File: src/rtl/ifs_defs.svh
// constants for the interlock and field selector: offsets, fields, reset values, timing
`ifndef IFS_DEFS_SVH
`define IFS_DEFS_SVH

`define IFS_CLK_KHZ 40000
`define IFS_BTN_MIN_MS 120
`define IFS_BTN_MAX_MS 4000
`define IFS_SYNC_MS 40
`define IFS_BTN_MIN_CYC (`IFS_BTN_MIN_MS * `IFS_CLK_KHZ)
`define IFS_BTN_MAX_CYC (`IFS_BTN_MAX_MS * `IFS_CLK_KHZ)
`define IFS_SYNC_CYC (`IFS_SYNC_MS * `IFS_CLK_KHZ)

`define IFS_OFF_CTRL 8'h00
`define IFS_OFF_CHG_TIME 8'h04
`define IFS_OFF_RESP_TIME 8'h08
`define IFS_OFF_PAIR_CFG 8'h0c
`define IFS_OFF_STATUS 8'h10

`define IFS_CTRL_SMODE_A 0
`define IFS_CTRL_SMODE_B 2
`define IFS_CTRL_FMODE_A 4
`define IFS_CTRL_FMODE_B 6
`define IFS_CTRL_TWO_FUNC 8
`define IFS_CTRL_FAULT_CLR 9
`define IFS_CTRL_MASK 32'h0000_01ff
`define IFS_PAIR_CFG_B 16

`define IFS_CTRL_RST 32'h0000_000a
`define IFS_CHG_TIME_RST 32'h0000_9c40
`define IFS_RESP_TIME_RST 32'h0002_7100
`define IFS_PAIR_CFG_RST 32'h001f_001f

`endif

File: src/rtl/ifs_pkg.sv
// types shared by the interlock and field selector modules
package ifs_pkg;
	typedef enum logic [1:0] {
		SM_AUTO = 2'b00,
		SM_START = 2'b01,
		SM_RESTART = 2'b10
	} ifs_smode_e;

	typedef enum logic [1:0] {
		FM_FIXED = 2'b00,
		FM_OVERLAP = 2'b01,
		FM_MOMENT = 2'b10
	} ifs_fmode_e;

	typedef enum logic [2:0] {
		ILK_POWERUP = 3'b000,
		ILK_LOCKED = 3'b001,
		ILK_RUN = 3'b010,
		ILK_TRIP = 3'b011,
		ILK_FAULT = 3'b100
	} ifs_ilk_e;

	typedef enum logic [2:0] {
		DG_NONE = 3'b000,
		DG_MODE = 3'b001,
		DG_MULTI = 3'b010,
		DG_TIMEOUT = 3'b011,
		DG_UNCONF = 3'b100
	} ifs_diag_e;
endpackage

File: src/rtl/ifs_top.sv
// interlock and field pair selector top with apb register slave
// Functional notes
// - start interlock keeps outputs off until reset
// - restart lockout holds off until reset press
// - restart lockout implies start interlock too
// - automatic restart releases when field clears
// - pairs switchable whenever operation allows
// - changeover violation flags fault, that function's output off
// - fixed, overlapped and fixed-moment activation modes
// - old pair monitored during changeover
// - occupied target adds sync delay to response
// - fixed mode always monitors first pair
// - overlapped mode needs at most five pairs
// - overlapped: two pairs max, only selected ones
// - second pair starts timer, one left after
// - first group decodes one-hot or one-cold for function a
// - second group selects function b pairs
// - fixed moment: timer on change, then switch
`timescale 1ns/10ps
`include "ifs_defs.svh"
module ifs_top import ifs_pkg::*; #(
	parameter int unsigned BTN_MIN_CYC = `IFS_BTN_MIN_CYC,
	parameter int unsigned BTN_MAX_CYC = `IFS_BTN_MAX_CYC,
	parameter int unsigned SYNC_CYC = `IFS_SYNC_CYC
) (
	// clock and reset
	input wire logic sys_clk,
	input wire logic resetn,
	// apb slave
	input wire logic psel,
	input wire logic penable,
	input wire logic pwrite,
	input wire logic [7:0] paddr,
	input wire logic [31:0] pwdata,
	input wire logic [3:0] pstrb,
	output logic [31:0] prdata,
	output logic pready,
	output logic pslverr,
	// machine control: bit 0 is field_select_in_first, bit 9 field_select_in_tenth
	input wire logic [9:0] field_select_in,
	input wire logic reset_button,
	// protective field occupancy per pair from the scan evaluation
	input wire logic [9:0] pf_occupied_a,
	input wire logic [9:0] pf_occupied_b,
	// safety outputs and monitoring state
	output logic ossd_a,
	output logic ossd_b,
	output logic [9:0] monitor_a,
	output logic [9:0] monitor_b,
	output logic fault
);
	typedef struct packed {
		logic [31:0] ctrl;
		logic [31:0] chg_time;
		logic [31:0] resp_time;
		logic [31:0] pair_cfg;
		logic [31:0] prdata;
		logic pready;
		logic pslverr;
		logic fault_clear;
		ifs_ilk_e ilk_a;
		ifs_ilk_e ilk_b;
		logic [1:0][31:0] viol;
		logic [1:0] ext;
		logic ossd_a;
		logic ossd_b;
		logic fault;
	} ifs_top_s;

	localparam ifs_top_s RST = '{ctrl: `IFS_CTRL_RST, chg_time: `IFS_CHG_TIME_RST,
		resp_time: `IFS_RESP_TIME_RST, pair_cfg: `IFS_PAIR_CFG_RST, prdata: 32'h0,
		pready: 1'b0, pslverr: 1'b0, fault_clear: 1'b0, ilk_a: ILK_POWERUP, ilk_b: ILK_POWERUP,
		viol: '0, ext: 2'b00, ossd_a: 1'b0, ossd_b: 1'b0, fault: 1'b0};

	ifs_top_s s;
	ifs_top_s next_s;

	logic accept;
	logic [9:0] mon_a;
	logic [9:0] mon_b;
	logic chg_a;
	logic chg_b;
	logic fault_a;
	logic fault_b;
	logic [2:0] diag_a;
	logic [2:0] diag_b;
	logic [1:0] occ;
	logic [1:0] chg;
	logic [1:0] trip;
	logic [31:0] limit;
	logic [31:0] rd;
	logic rd_err;
	logic two_func;
	// access phase: first cycle raises pready, second commits the write
	logic acc_first;
	logic acc_last;
	logic [2:0] ridx;
	ifs_fmode_e fmode_a;
	ifs_fmode_e fmode_b;

	// an illegal field mode code passes through so the selector can flag it
	assign fmode_a = ifs_fmode_e'(s.ctrl[`IFS_CTRL_FMODE_A +: 2]);
	assign fmode_b = ifs_fmode_e'(s.ctrl[`IFS_CTRL_FMODE_B +: 2]);

	ifs_button #(
		.MIN_CYC(BTN_MIN_CYC),
		.MAX_CYC(BTN_MAX_CYC)
	) u_button (
		.sys_clk(sys_clk),
		.resetn(resetn),
		.button(reset_button),
		.accept(accept)
	);

	ifs_field_sel u_sel_a (
		.sys_clk(sys_clk),
		.resetn(resetn),
		.fmode(fmode_a),
		.cfg_pairs(s.pair_cfg[9:0]),
		.chg_time(s.chg_time),
		.fault_clear(s.fault_clear),
		.sel(field_select_in[4:0]),
		.monitor(mon_a),
		.changed(chg_a),
		.fault(fault_a),
		.diag(diag_a)
	);

	ifs_field_sel u_sel_b (
		.sys_clk(sys_clk),
		.resetn(resetn),
		.fmode(fmode_b),
		.cfg_pairs(s.pair_cfg[`IFS_PAIR_CFG_B +: 10]),
		.chg_time(s.chg_time),
		.fault_clear(s.fault_clear),
		.sel(field_select_in[9:5]),
		.monitor(mon_b),
		.changed(chg_b),
		.fault(fault_b),
		.diag(diag_b)
	);

	// byte-lane merge of a write into a stored word
	function automatic logic [31:0] merge(input logic [31:0] old, input logic [31:0] wd, input logic [3:0] be);
		logic [31:0] r;
		r = old;
		for (int i = 0; i < 4; i++) begin
			if (be[i]) begin
				r[i*8 +: 8] = wd[i*8 +: 8];
			end
		end
		return r;
	endfunction

	// register index of a byte address; unmapped words give 3'h7
	function automatic logic [2:0] reg_index(input logic [7:0] a);
		logic [2:0] r;
		r = 3'h7;
		unique case (a)
			`IFS_OFF_CTRL: r = 3'h0;
			`IFS_OFF_CHG_TIME: r = 3'h1;
			`IFS_OFF_RESP_TIME: r = 3'h2;
			`IFS_OFF_PAIR_CFG: r = 3'h3;
			`IFS_OFF_STATUS: r = 3'h4;
			default: r = 3'h7;
		endcase
		return r;
	endfunction

	// status word: outputs, faults, monitored pairs and diagnosis per function
	function automatic logic [31:0] status_word(input logic oa, input logic ob, input logic fa, input logic fb,
		input logic [9:0] ma, input logic [9:0] mb, input logic [2:0] da, input logic [2:0] db);
		logic [31:0] w;
		w = 32'h0;
		w[0] = oa;
		w[1] = ob;
		w[2] = fa;
		w[3] = fb;
		w[13:4] = ma;
		w[23:14] = mb;
		w[26:24] = da;
		w[29:27] = db;
		return w;
	endfunction

	// one interlock step for a protective function
	function automatic ifs_ilk_e ilk_step(input ifs_ilk_e cur, input logic [1:0] smode, input logic busy,
		input logic tripped, input logic acc, input logic flt);
		ifs_ilk_e r;
		r = cur;
		if (flt) begin
			r = ILK_FAULT;
		end else begin
			unique case (cur)
				ILK_POWERUP: begin
					if (smode == SM_AUTO) begin
						r = ILK_TRIP;
					end else begin
						r = ILK_LOCKED;
					end
				end
				ILK_LOCKED: begin
					if (acc && !busy) begin
						r = ILK_RUN;
					end
				end
				ILK_RUN: begin
					if (tripped) begin
						r = ILK_TRIP;
					end
				end
				ILK_TRIP: begin
					if (!busy && smode == SM_RESTART) begin
						r = ILK_LOCKED;
					end else if (!busy) begin
						r = ILK_RUN;
					end
				end
				ILK_FAULT: begin
					// after a cleared fault only auto mode may resume without the button
					if (smode == SM_AUTO) begin
						r = ILK_TRIP;
					end else begin
						r = ILK_LOCKED;
					end
				end
				default: begin
					r = ILK_LOCKED;
				end
			endcase
		end
		return r;
	endfunction

	always_comb begin
		next_s = s;
		two_func = s.ctrl[`IFS_CTRL_TWO_FUNC];
		occ[0] = |(mon_a & pf_occupied_a);
		occ[1] = |(mon_b & pf_occupied_b);
		chg[0] = chg_a;
		chg[1] = chg_b;
		trip = 2'b00;
		limit = 32'h0;
		for (int i = 0; i < 2; i++) begin
			if (!occ[i]) begin
				next_s.ext[i] = 1'b0;
				next_s.viol[i] = 32'h0;
			end else begin
				// switched straight into an occupied field: extend by the sync time
				if (chg[i] && s.viol[i] == 32'h0) begin
					next_s.ext[i] = 1'b1;
				end
				limit = s.resp_time + (next_s.ext[i] ? SYNC_CYC : 32'h0);
				if (s.viol[i] >= limit) begin
					trip[i] = 1'b1;
				end else begin
					next_s.viol[i] = s.viol[i] + 32'h1;
				end
			end
		end
		next_s.ilk_a = ilk_step(s.ilk_a, s.ctrl[`IFS_CTRL_SMODE_A +: 2], occ[0], trip[0], accept, fault_a);
		next_s.ilk_b = ilk_step(s.ilk_b, s.ctrl[`IFS_CTRL_SMODE_B +: 2], occ[1], trip[1], accept, fault_b);
		next_s.ossd_a = (next_s.ilk_a == ILK_RUN);
		next_s.ossd_b = (next_s.ilk_b == ILK_RUN) && two_func;
		next_s.fault = fault_a || (fault_b && two_func);

		// read data is prepared in the first access cycle and shown with pready
		acc_first = psel && penable && !s.pready;
		acc_last = psel && penable && s.pready;
		ridx = reg_index(paddr);
		rd = 32'h0;
		rd_err = 1'b0;
		unique case (ridx)
			3'h0: begin
				rd = s.ctrl;
			end
			3'h1: begin
				rd = s.chg_time;
			end
			3'h2: begin
				rd = s.resp_time;
			end
			3'h3: begin
				rd = s.pair_cfg;
			end
			3'h4: begin
				rd = status_word(s.ossd_a, s.ossd_b, fault_a, fault_b, mon_a, mon_b, diag_a, diag_b);
			end
			default: begin
				rd_err = 1'b1;
			end
		endcase
		next_s.fault_clear = 1'b0;
		next_s.pready = acc_first;
		if (acc_first) begin
			next_s.prdata = pwrite ? 32'h0 : rd;
			next_s.pslverr = rd_err;
		end else begin
			next_s.pslverr = 1'b0;
		end
		// an errored write is dropped; status writes are ignored without an error
		if (acc_last && pwrite && !s.pslverr) begin
			unique case (ridx)
				3'h0: begin
					next_s.ctrl = merge(s.ctrl, pwdata, pstrb) & `IFS_CTRL_MASK;
					next_s.fault_clear = pwdata[`IFS_CTRL_FAULT_CLR] && pstrb[1];
				end
				3'h1: begin
					next_s.chg_time = merge(s.chg_time, pwdata, pstrb);
				end
				3'h2: begin
					next_s.resp_time = merge(s.resp_time, pwdata, pstrb);
				end
				3'h3: begin
					next_s.pair_cfg = merge(s.pair_cfg, pwdata, pstrb) & 32'h03ff_03ff;
				end
				default: begin
					next_s.pair_cfg = s.pair_cfg;
				end
			endcase
		end
	end

	always_ff @(posedge sys_clk or negedge resetn) begin
		if (!resetn) begin
			s <= RST;
		end else begin
			s <= next_s;
		end
	end

	assign prdata = s.prdata;
	assign pready = s.pready;
	assign pslverr = s.pslverr;
	assign ossd_a = s.ossd_a;
	assign ossd_b = s.ossd_b;
	assign monitor_a = mon_a;
	assign monitor_b = mon_b;
	assign fault = s.fault;
endmodule

File: src/rtl/ifs_button.sv
// reset button hold-time qualifier
`timescale 1ns/10ps
`include "ifs_defs.svh"
module ifs_button import ifs_pkg::*; #(
	parameter int unsigned MIN_CYC = `IFS_BTN_MIN_CYC,
	parameter int unsigned MAX_CYC = `IFS_BTN_MAX_CYC
) (
	// clock and reset
	input wire logic sys_clk,
	input wire logic resetn,
	// button level and qualified release
	input wire logic button,
	output logic accept
);
	typedef struct packed {
		logic [31:0] hold;
		logic pressed;
		logic accept;
	} ifs_btn_s;

	ifs_btn_s s;
	ifs_btn_s next_s;

	always_comb begin
		next_s = s;
		next_s.pressed = button;
		next_s.accept = 1'b0;
		if (button) begin
			// saturate just past the window so a long press never wraps into it
			if (s.hold <= MAX_CYC) begin
				next_s.hold = s.hold + 32'h1;
			end
		end else begin
			if (s.pressed) begin
				next_s.accept = (s.hold >= MIN_CYC) && (s.hold <= MAX_CYC);
			end
			next_s.hold = 32'h0;
		end
	end

	always_ff @(posedge sys_clk or negedge resetn) begin
		if (!resetn) begin
			s <= '0;
		end else begin
			s <= next_s;
		end
	end

	assign accept = s.accept;
endmodule

File: src/rtl/ifs_field_sel.sv
// field pair selection and changeover checking for one protective function
`timescale 1ns/10ps
`include "ifs_defs.svh"
module ifs_field_sel import ifs_pkg::*; (
	// clock and reset
	input wire logic sys_clk,
	input wire logic resetn,
	// configuration
	input wire ifs_fmode_e fmode,
	input wire logic [9:0] cfg_pairs,
	input wire logic [31:0] chg_time,
	input wire logic fault_clear,
	// select inputs, first to fifth of the group
	input wire logic [4:0] sel,
	// monitored pairs and fault
	output logic [9:0] monitor,
	output logic changed,
	output logic fault,
	output logic [2:0] diag
);
	typedef struct packed {
		logic [4:0] prev;
		logic [31:0] timer;
		logic timing;
		logic [9:0] monitor;
		logic changed;
		logic fault;
		ifs_diag_e diag;
	} ifs_fsel_s;

	localparam ifs_fsel_s RST = '{prev: 5'h00, timer: 32'h0, timing: 1'b1, monitor: 10'h001,
		changed: 1'b0, fault: 1'b0, diag: DG_NONE};

	ifs_fsel_s s;
	ifs_fsel_s next_s;
	logic raise;
	ifs_diag_e code;
	logic [9:0] dec;

	function automatic logic [9:0] decode_pair(input logic [4:0] v);
		logic [9:0] r;
		r = 10'h000;
		unique case (v)
			5'b00001: r = 10'h001;
			5'b00010: r = 10'h002;
			5'b00100: r = 10'h004;
			5'b01000: r = 10'h008;
			5'b10000: r = 10'h010;
			5'b01111: r = 10'h020;
			5'b10111: r = 10'h040;
			5'b11011: r = 10'h080;
			5'b11101: r = 10'h100;
			5'b11110: r = 10'h200;
			default: r = 10'h000;
		endcase
		return r;
	endfunction

	function automatic logic [2:0] count_ones(input logic [4:0] v);
		logic [2:0] c;
		c = 3'h0;
		for (int i = 0; i < 5; i++) begin
			c = c + {2'h0, v[i]};
		end
		return c;
	endfunction

	always_comb begin
		next_s = s;
		raise = 1'b0;
		code = DG_NONE;
		dec = decode_pair(sel) & cfg_pairs;
		next_s.prev = sel;
		unique case (fmode)
			FM_FIXED: begin
				next_s.monitor = 10'h001;
				next_s.timing = 1'b0;
				next_s.timer = 32'h0;
			end
			FM_OVERLAP: begin
				// more than two selects: keep only old pairs still selected, never a third
				if (count_ones(sel) > 3'd2) begin
					next_s.monitor = s.monitor & {5'h00, sel};
				end else begin
					next_s.monitor = {5'h00, sel & cfg_pairs[4:0]};
				end
				if (|cfg_pairs[9:5]) begin
					raise = 1'b1;
					code = DG_MODE;
				end else if (count_ones(sel) > 3'd2) begin
					raise = 1'b1;
					code = DG_MULTI;
				end
				if (count_ones(sel) == 3'd1 && |(sel & cfg_pairs[4:0])) begin
					next_s.timing = 1'b0;
					next_s.timer = 32'h0;
				end else if (s.timer >= chg_time) begin
					raise = 1'b1;
					code = (count_ones(sel) == 3'd2) ? DG_TIMEOUT : DG_UNCONF;
				end else begin
					next_s.timing = 1'b1;
					next_s.timer = s.timer + 32'h1;
				end
			end
			FM_MOMENT: begin
				if (sel != s.prev) begin
					next_s.timing = 1'b1;
					next_s.timer = 32'h0;
				end else if (s.timing) begin
					if (s.timer >= chg_time) begin
						next_s.timing = 1'b0;
						if (dec == 10'h000) begin
							raise = 1'b1;
							code = DG_UNCONF;
						end else begin
							next_s.monitor = dec;
						end
					end else begin
						next_s.timer = s.timer + 32'h1;
					end
				end
			end
			default: begin
				raise = 1'b1;
				code = DG_MODE;
			end
		endcase
		next_s.changed = next_s.monitor != s.monitor;
		// a new violation beats a clear in the same cycle
		if (raise) begin
			next_s.fault = 1'b1;
			next_s.diag = code;
		end else if (fault_clear) begin
			next_s.fault = 1'b0;
			next_s.diag = DG_NONE;
		end
	end

	always_ff @(posedge sys_clk or negedge resetn) begin
		if (!resetn) begin
			s <= RST;
		end else begin
			s <= next_s;
		end
	end

	assign monitor = s.monitor;
	assign changed = s.changed;
	assign fault = s.fault;
	assign diag = s.diag;
endmodule

File: config.mk
export PLATFORM = sky130hd
export DESIGN_NAME = ifs_top
export DESIGN_NICKNAME = d
export VERILOG_FILES = /design/src/rtl/ifs_pkg.sv /design/src/rtl/ifs_top.sv /design/src/rtl/ifs_button.sv /design/src/rtl/ifs_field_sel.sv
export VERILOG_INCLUDE_DIRS = /design/src /design/src/rtl
export SDC_FILE = /design/constraint.sdc
export NUM_CORES = 1
export LEC_CHECK = 0
export BUFFER_PORTS_ARGS = -buffer_cell sky130_fd_sc_hd__buf_2
export CORE_MARGIN = 8
export CORE_UTILIZATION = 53
export DETAILED_ROUTE_END_ITERATION = 7
export HOLD_SLACK_MARGIN = 0.12
export PLACE_DENSITY = 0.69
export SYNTH_ARGS = -nofsm -noshare
export SYNTH_HDL_FRONTEND = slang
export SYNTH_SLANG_ARGS = --single-unit
File: constraint.sdc
create_clock -name sys_clk -period 6.4 [get_ports sys_clk]
set_input_delay 1.28 -clock sys_clk [delete_from_list [all_inputs] [get_ports sys_clk]]
set_output_delay 1.28 -clock sys_clk [all_outputs]
set_load 0.005 [all_outputs]
Word-level counts from Yosys, hierarchy flattened
Memories as Yosys holds them, arrays and structs flattened. Cells that the tools add are included.

Flip-flop bits (word level): 343. Memory bits (read-only): 640. Input port bits: 80. Output and inout bits: 57. Word-level logic and storage cells: 284. Memories: 2.

Memories: (no name shown) (depth 32, width 10, read ports 1, clocked after Yosys merged registers in 0, wr ports 0, line ifs_field_sel.sv:43) `unique case (v)`; (no name shown) (depth 32, width 10, read ports 1, clocked after Yosys merged registers in 0, wr ports 0, line ifs_field_sel.sv:43).

$add $sub $neg: 15. Magnitude comparators: 8. Equal/unequal tests: 41. Multiplexer cells: 102. Bitwise operators: 8. Reduce and logical (&&, ||, !) cells: 65.

Operator list (count): $mux W32 (9); $pmux W43 S3 (2); $mux W33 (6); $add A32 B1 Y32 const B (5); $pmux W32 S5 (1); $ge A32 B32 Y1 (4); $mux W43 (2); $mux W3 (26); $add A32 B21 Y32 (2); $logic_not A32 Y1 (2); $mux W10 (6); $mux W21 (2); $reduce_and A3 Y1 (14); $and A10 B10 Y10 (4); $ge A32 B23 Y1 const B (1); $le A32 B28 Y1 const B (1); $mux W1 (32); $eq A3 B2 Y1 const B (10); $reduce_or A5 Y1 (5); $pmux W3 S4 (2); $mux W11 (2); $and A10 B5 Y10 (2); $logic_not A10 Y1 (2); $ne A10 B10 Y1 (2); other kinds (34) (95).

Logic depth before layout (Yosys ltp)
Word-level depth: 14. Mapped depth: 24. Depth with buffers taken out: 24.

Cells and area by module
From an unflattened synthesis, not the netlist that was laid out.

Cell total of the unflattened synthesis: 2510. Area total of the unflattened synthesis: 23085.9 µm².

Modules (own cells, without submodules): ifs_top (times used 1, cells each 1218, area each 12419.4 µm², seq. area each 5107.4 µm²); ifs_field_sel (u_sel_a) (times used 1, cells each 547, area each 4423.0 µm², seq. area each 1328.8 µm²); ifs_field_sel (u_sel_b) (times used 1, cells each 532, area each 4329.2 µm², seq. area each 1328.8 µm²); ifs_button (times used 1, cells each 213, area each 1914.3 µm², seq. area each 850.8 µm²).

Worst setup path before layout
OpenSTA, ideal clock, no wires.

Kind: register -> register. Start: register s[5] (netlist bit). End: register s[28] (netlist bit). Setup time: 0.132 ns. Arrival time: 5.089 ns. Data required time: 6.268 ns. Setup slack: 1.179 ns. Stages on the path, launching flop included: 23. Buffers on the path: 0. Clock period less this slack: 5.221 ns. Cell sequence: dfrtp_1 -> inv_1 -> ha_1 -> nor4b_1 -> nand4_1 -> o21bai_1 -> ha_1 -> a21oi_1 -> o21bai_1 -> a21oi_1 -> o21bai_1 -> a21oi_1 -> nor3b_1 -> xnor2_1 -> ha_1 -> a21o_1 -> a21o_1 -> a221o_1 -> nor2_1 -> or4b_1 -> a2111oi_1 -> xnor2_1 -> nor2_1.

Cells in the longest elaborated chain, start to end: 8. Elaborated cells on any way between the ends: 11. Those cells by class: add/sub (2); order compare (1); eq/ne (1); mux (5); reduce/logical (2).

RTL lines: start: declaration (line ifs_top.sv:75) `ifs_top_s s;`; start signal: assignment (line ifs_top.sv:328) `s <= next_s;`; $logic_not A32 Y1 (line ifs_top.sv:250) `if (chg[i] && s.viol[i] == 32'h0) begin`; $logic_and A1 B1 Y1 (line ifs_top.sv:250); $mux W1 (line ifs_top.sv:250); $mux W1 (line ifs_top.sv:245) `if (!occ[i]) begin`; $mux W21 (line ifs_top.sv:253) `limit = s.resp_time + (next_s.ext[i] ? SYNC_CYC : 32'h0);`; $add A32 B21 Y32 (line ifs_top.sv:253); $ge A32 B32 Y1 (line ifs_top.sv:254) `if (s.viol[i] >= limit) begin`; $ne A2 B2 Y1 (no source line).

Parallel ways exist; a longest one is shown, timed or not. The select of a mux whose other input is x is not followed. A chain may end at the register's enable or synchronous reset.

Final worst setup path
Start: register s[37] (netlist bit). End: register s[56] (netlist bit).

Same word-level chain as after synthesis.

==> impl_metrics.py <==
metrics = {
    "floorplanning": {
        "placementRows": 75,
        "die_area_um2": 49400,
        "num_io_pins": 137,
        "die_x_um": 222,
        "design.core.area_um2": 41900,
        "dieHeight_um": 222,
        "start_util_pct": 53.7,
    },
    "sta": {
        "rsz0062_at_grt": "no",
        "fmax_ghz": 0.169,
        "setup_viol": 0,
        "hold_viol_final": 0,
        "finClkSkew_ns": 0.0242,
        "holdWs_ns": 0.471,
        "period_needed_ns": 5.93,
        "worstMarginPinSlew_ns": 1.10,
        "tns_ns": 0,
        "fin_crit_sh_pct": 92.7,
        "slew_viol_final": 0,
        "slew_headroom_pct": 26.9,
    },
    "hold_path": {
        "worstHoldPathCells": 1,
        "hp-class": "flip-flop to flip-flop",
    },
    "synth": {
        "synth_mux_area_share_pct": 5.53,
        "synth_edf_count": 0,
        "async_flop_share_pct": 100,
        "synth_ff_type": "dfrtp_1",
        "synth_common_cells": "dfrtp_1, nand2_1, o21ai_0",
        "synth.avg_cell_area_um2": 9.18,
        "synth_nets": 2697,
        "synth_cells": 2453,
        "yosysTopAreaCellShare_pct": 35.2,
        "synthXorXnorAreaFrac_pct": 4.16,
        "synth_top_family_by_area": "simple AND/OR/NAND/NOR gates",
        "synthMostInstantiatedCell": "dfrtp_1",
        "ys_seq_elements": 343,
        "ys_seq_area_share_pct": 38.2,
        "synth-simple-area-share_pct": 19.8,
        "yosys_warnings": 0,
        "yosys-top-cells-area": "dfrtp_1, ha_1, mux2_2, o21ai_0, nand2_1",
        "synth_largest_area_cell": "dfrtp_1",
        "synth-compound-area-share_pct": 17.5,
        "synth_cell_types": 85,
        "synth-adder-area-share_pct": 9.24,
        "syn_area_um2": 22500,
    },
    "grt": {
        "grt_overflow": 0,
        "grt_pass1_vias": 19200,
        "antenna_found_initial": 1,
        "grt_usage_pct": 26.7,
        "grt_pass1_wl_mm": 107,
        "grt_start_max_net_pins": 157,
    },
    "run": {
        "cap_violations": 0,
    },
    "clock_tree": {
        "cts_resized": 0,
        "cts.sinks": 343,
        "clk_latency_ns": 0.57,
        "cts_tree": "done",
        "root_buffer": "clkbuf_16",
        "cts.clk_slew.worst_paths_ns": 0.07,
        "htreeDepth": 2,
        "clock_path_buffers": 3,
        "numCtsBuffers": 40,
        "hold_buffers": 0,
        "post_cts_buffers": 0,
    },
    "setup_path": {
        "worstPathArrival_ns": 6.42,
        "reg2reg_depth": 23,
        "path_max_fanout": 10,
        "worstPathRequired_ns": 6.88,
        "path_common_cell": "a21oi_1",
        "critPathKind": "flip-flop to flip-flop",
        "r2r_setup_slack_ns": 0.47,
        "cp_slowest_stage_delay_ns": 0.63,
        "end_kind": "flip-flop",
        "path_cells": "inv_1, ha_1, nor4b_1, nand4_1, o21bai_1, ha_1, a21oi_1, o21bai_1, a21oi_1, o21bai_1, a21oi_1, nor2_1, nand3_1, xor2_1, ha_1, a21o_1, a21o_1, a21oi_1, o21ai_1, inv_1, nand3_1, or4_1, a21oi_1",
        "cp_slowest_cell": "or4_1",
        "startpoint_type": "flip-flop",
    },
    "cells_and_area": {
        "final-seq-area_um2": 8620,
        "final_area_um2": 24800,
        "drive_gt1_share_pct": 14.9,
        "multiInputGateArea_um2": 12700,
        "fillerInstances": 3583,
        "final_nets": 2746,
        "fin_util_pct": 59.2,
        "synthToLayoutAreaGrowth_pct": 10.3,
    },
    "pwr": {
        "vdd_drop_max_mv": 0.215,
        "leakage_nw": 11.5,
        "finalPower_mw": 5.06,
        "power_density_nw_per_um2": 204,
    },
    "placement": {
        "place.gp.congestion": 0.925,
        "port_buffers": 136,
        "dp_hpwl_mm": 49.4,
        "placed_area_um2": 23400,
    },
    "routing": {
        "postRouteAntennaNets": 0,
        "dr.pass1.iters": 7,
        "vias": 19500,
        "drt-total-wl_mm": 66.9,
        "wl_per_cell_um": 21.8,
        "viasPerCell": 6.36,
        "drc_errors": 0,
        "drt_iter0_drc": 1835,
    },
    "status": {
        "outcome": "finished clean",
    },
}
path summary, 6_finish.rpt:
| kind | from | endpoint |
|---|---|---|
| max | s[37] | s[56] |
| max in group asynchronous | resetn | prdata[17] |
| max reg2reg | s[37] | s[56] |
| min | prdata[18] | prdata[18] |
| min reg2reg | prdata[18] | prdata[18] |
| min in group asynchronous | resetn | u_button.s[19] |
logic make-up after synthesis:
group | after synthesis
AOI/OAI and AO/OA | 591
xor gates and xnor gates | 107
adders and majority gates | 164
buffers and inverters | 279
DFF | 343
muxes | 114
and+or+nand+nor | 855
per-stage QoR:
step	std cells	setup slack (ns)
4_1_cts	3072	0.469
3_3_place_gp	2999	0.778
3_5_place_dp	2999	0.505
2_1_floorplan	2453	1.18
6_report	3073	0.467
5_1_grt	3072	0.00384
area by class of cell:
cell class	instances	share of cell area [%]
Clock inverter	20	1.41
Clock buffer	53	4.56
Sequential cell	343	34.7
Inverter	118	1.78
Tap cell	539	2.71
Antenna cell	1	0.0101
Timing Repair Buffer	168	3.80
Multi-Input combinational cell	1831	51.1
worst max-delay path: cells and delay by family, from the launching register on:
family / cells / cell delay [ns]
AO/OA/AOI/OAI: 11 / 2.51
XOR/XNOR: 1 / 0.16
adder cells (fa/ha/maj): 3 / 0.80
buffers and inverters: 2 / 0.38
flip-flops: 1 / 0.42
AND/OR/NAND/NOR: 6 / 1.58
metal layers:
layer	vias to the layer above	share of wire [%]	GRT usage, %
li1	9043	-	-
met1	9570	44	35.9
met2	786	45	42.1
met3	142	7.4	4.95
met4	0	4.0	10.7
met5	-	0	0
power breakdown:
group	switching [mW]	leakage [nW]	total, mW	internal (mW)
registers	0.0201	4.59	2.21	2.19
clock network	0.973	0.721	2.59	1.61
logic	0.177	6.17	0.261	0.0840
total	1.17	11.5	5.06	3.89
state kept, by name (all words and copies together), names as in the netlist, 2 cells and up:
register / flops
fmode_a: 2
u_sel_a.monitor: 10
u_sel_a.s: 38
u_sel_b.monitor: 10
s: 162
u_button.s: 33
u_sel_b.diag: 3
fmode_b: 2
u_sel_b.s: 38
prdata: 32
u_sel_a.diag: 3
cells in the final DEF, fill, tap and decap left out, types with 19 or more instances in the layout:
master     netlist  final
a21o_1          48     48
a21oi_1        107    107
a222oi_1        23     23
a31oi_1         28     28
and2_1          38     38
and3_1          49     49
buf_2            9    135
buf_4           52     31
clkbuf_16        0     42
dfrtp_1        317    317
dfstp_2         26     26
ha_1           160    160
inv_1          117    117
mux2_2          83     83
mux2i_1         31     31
nand2_1        215    215
nand2b_1        38     38
nand3_1        101    101
nand4_1         48     48
nor2_1         156    155
nor2b_1         31     30
nor3_1          44     43
nor4_1          28     28
o211ai_1        19     19
o21ai_0        163    163
o31ai_1         39     38
or3_1           26     26
xnor2_1         62     62
xor2_1          45     45
Power figures use the tool's default switching activity.
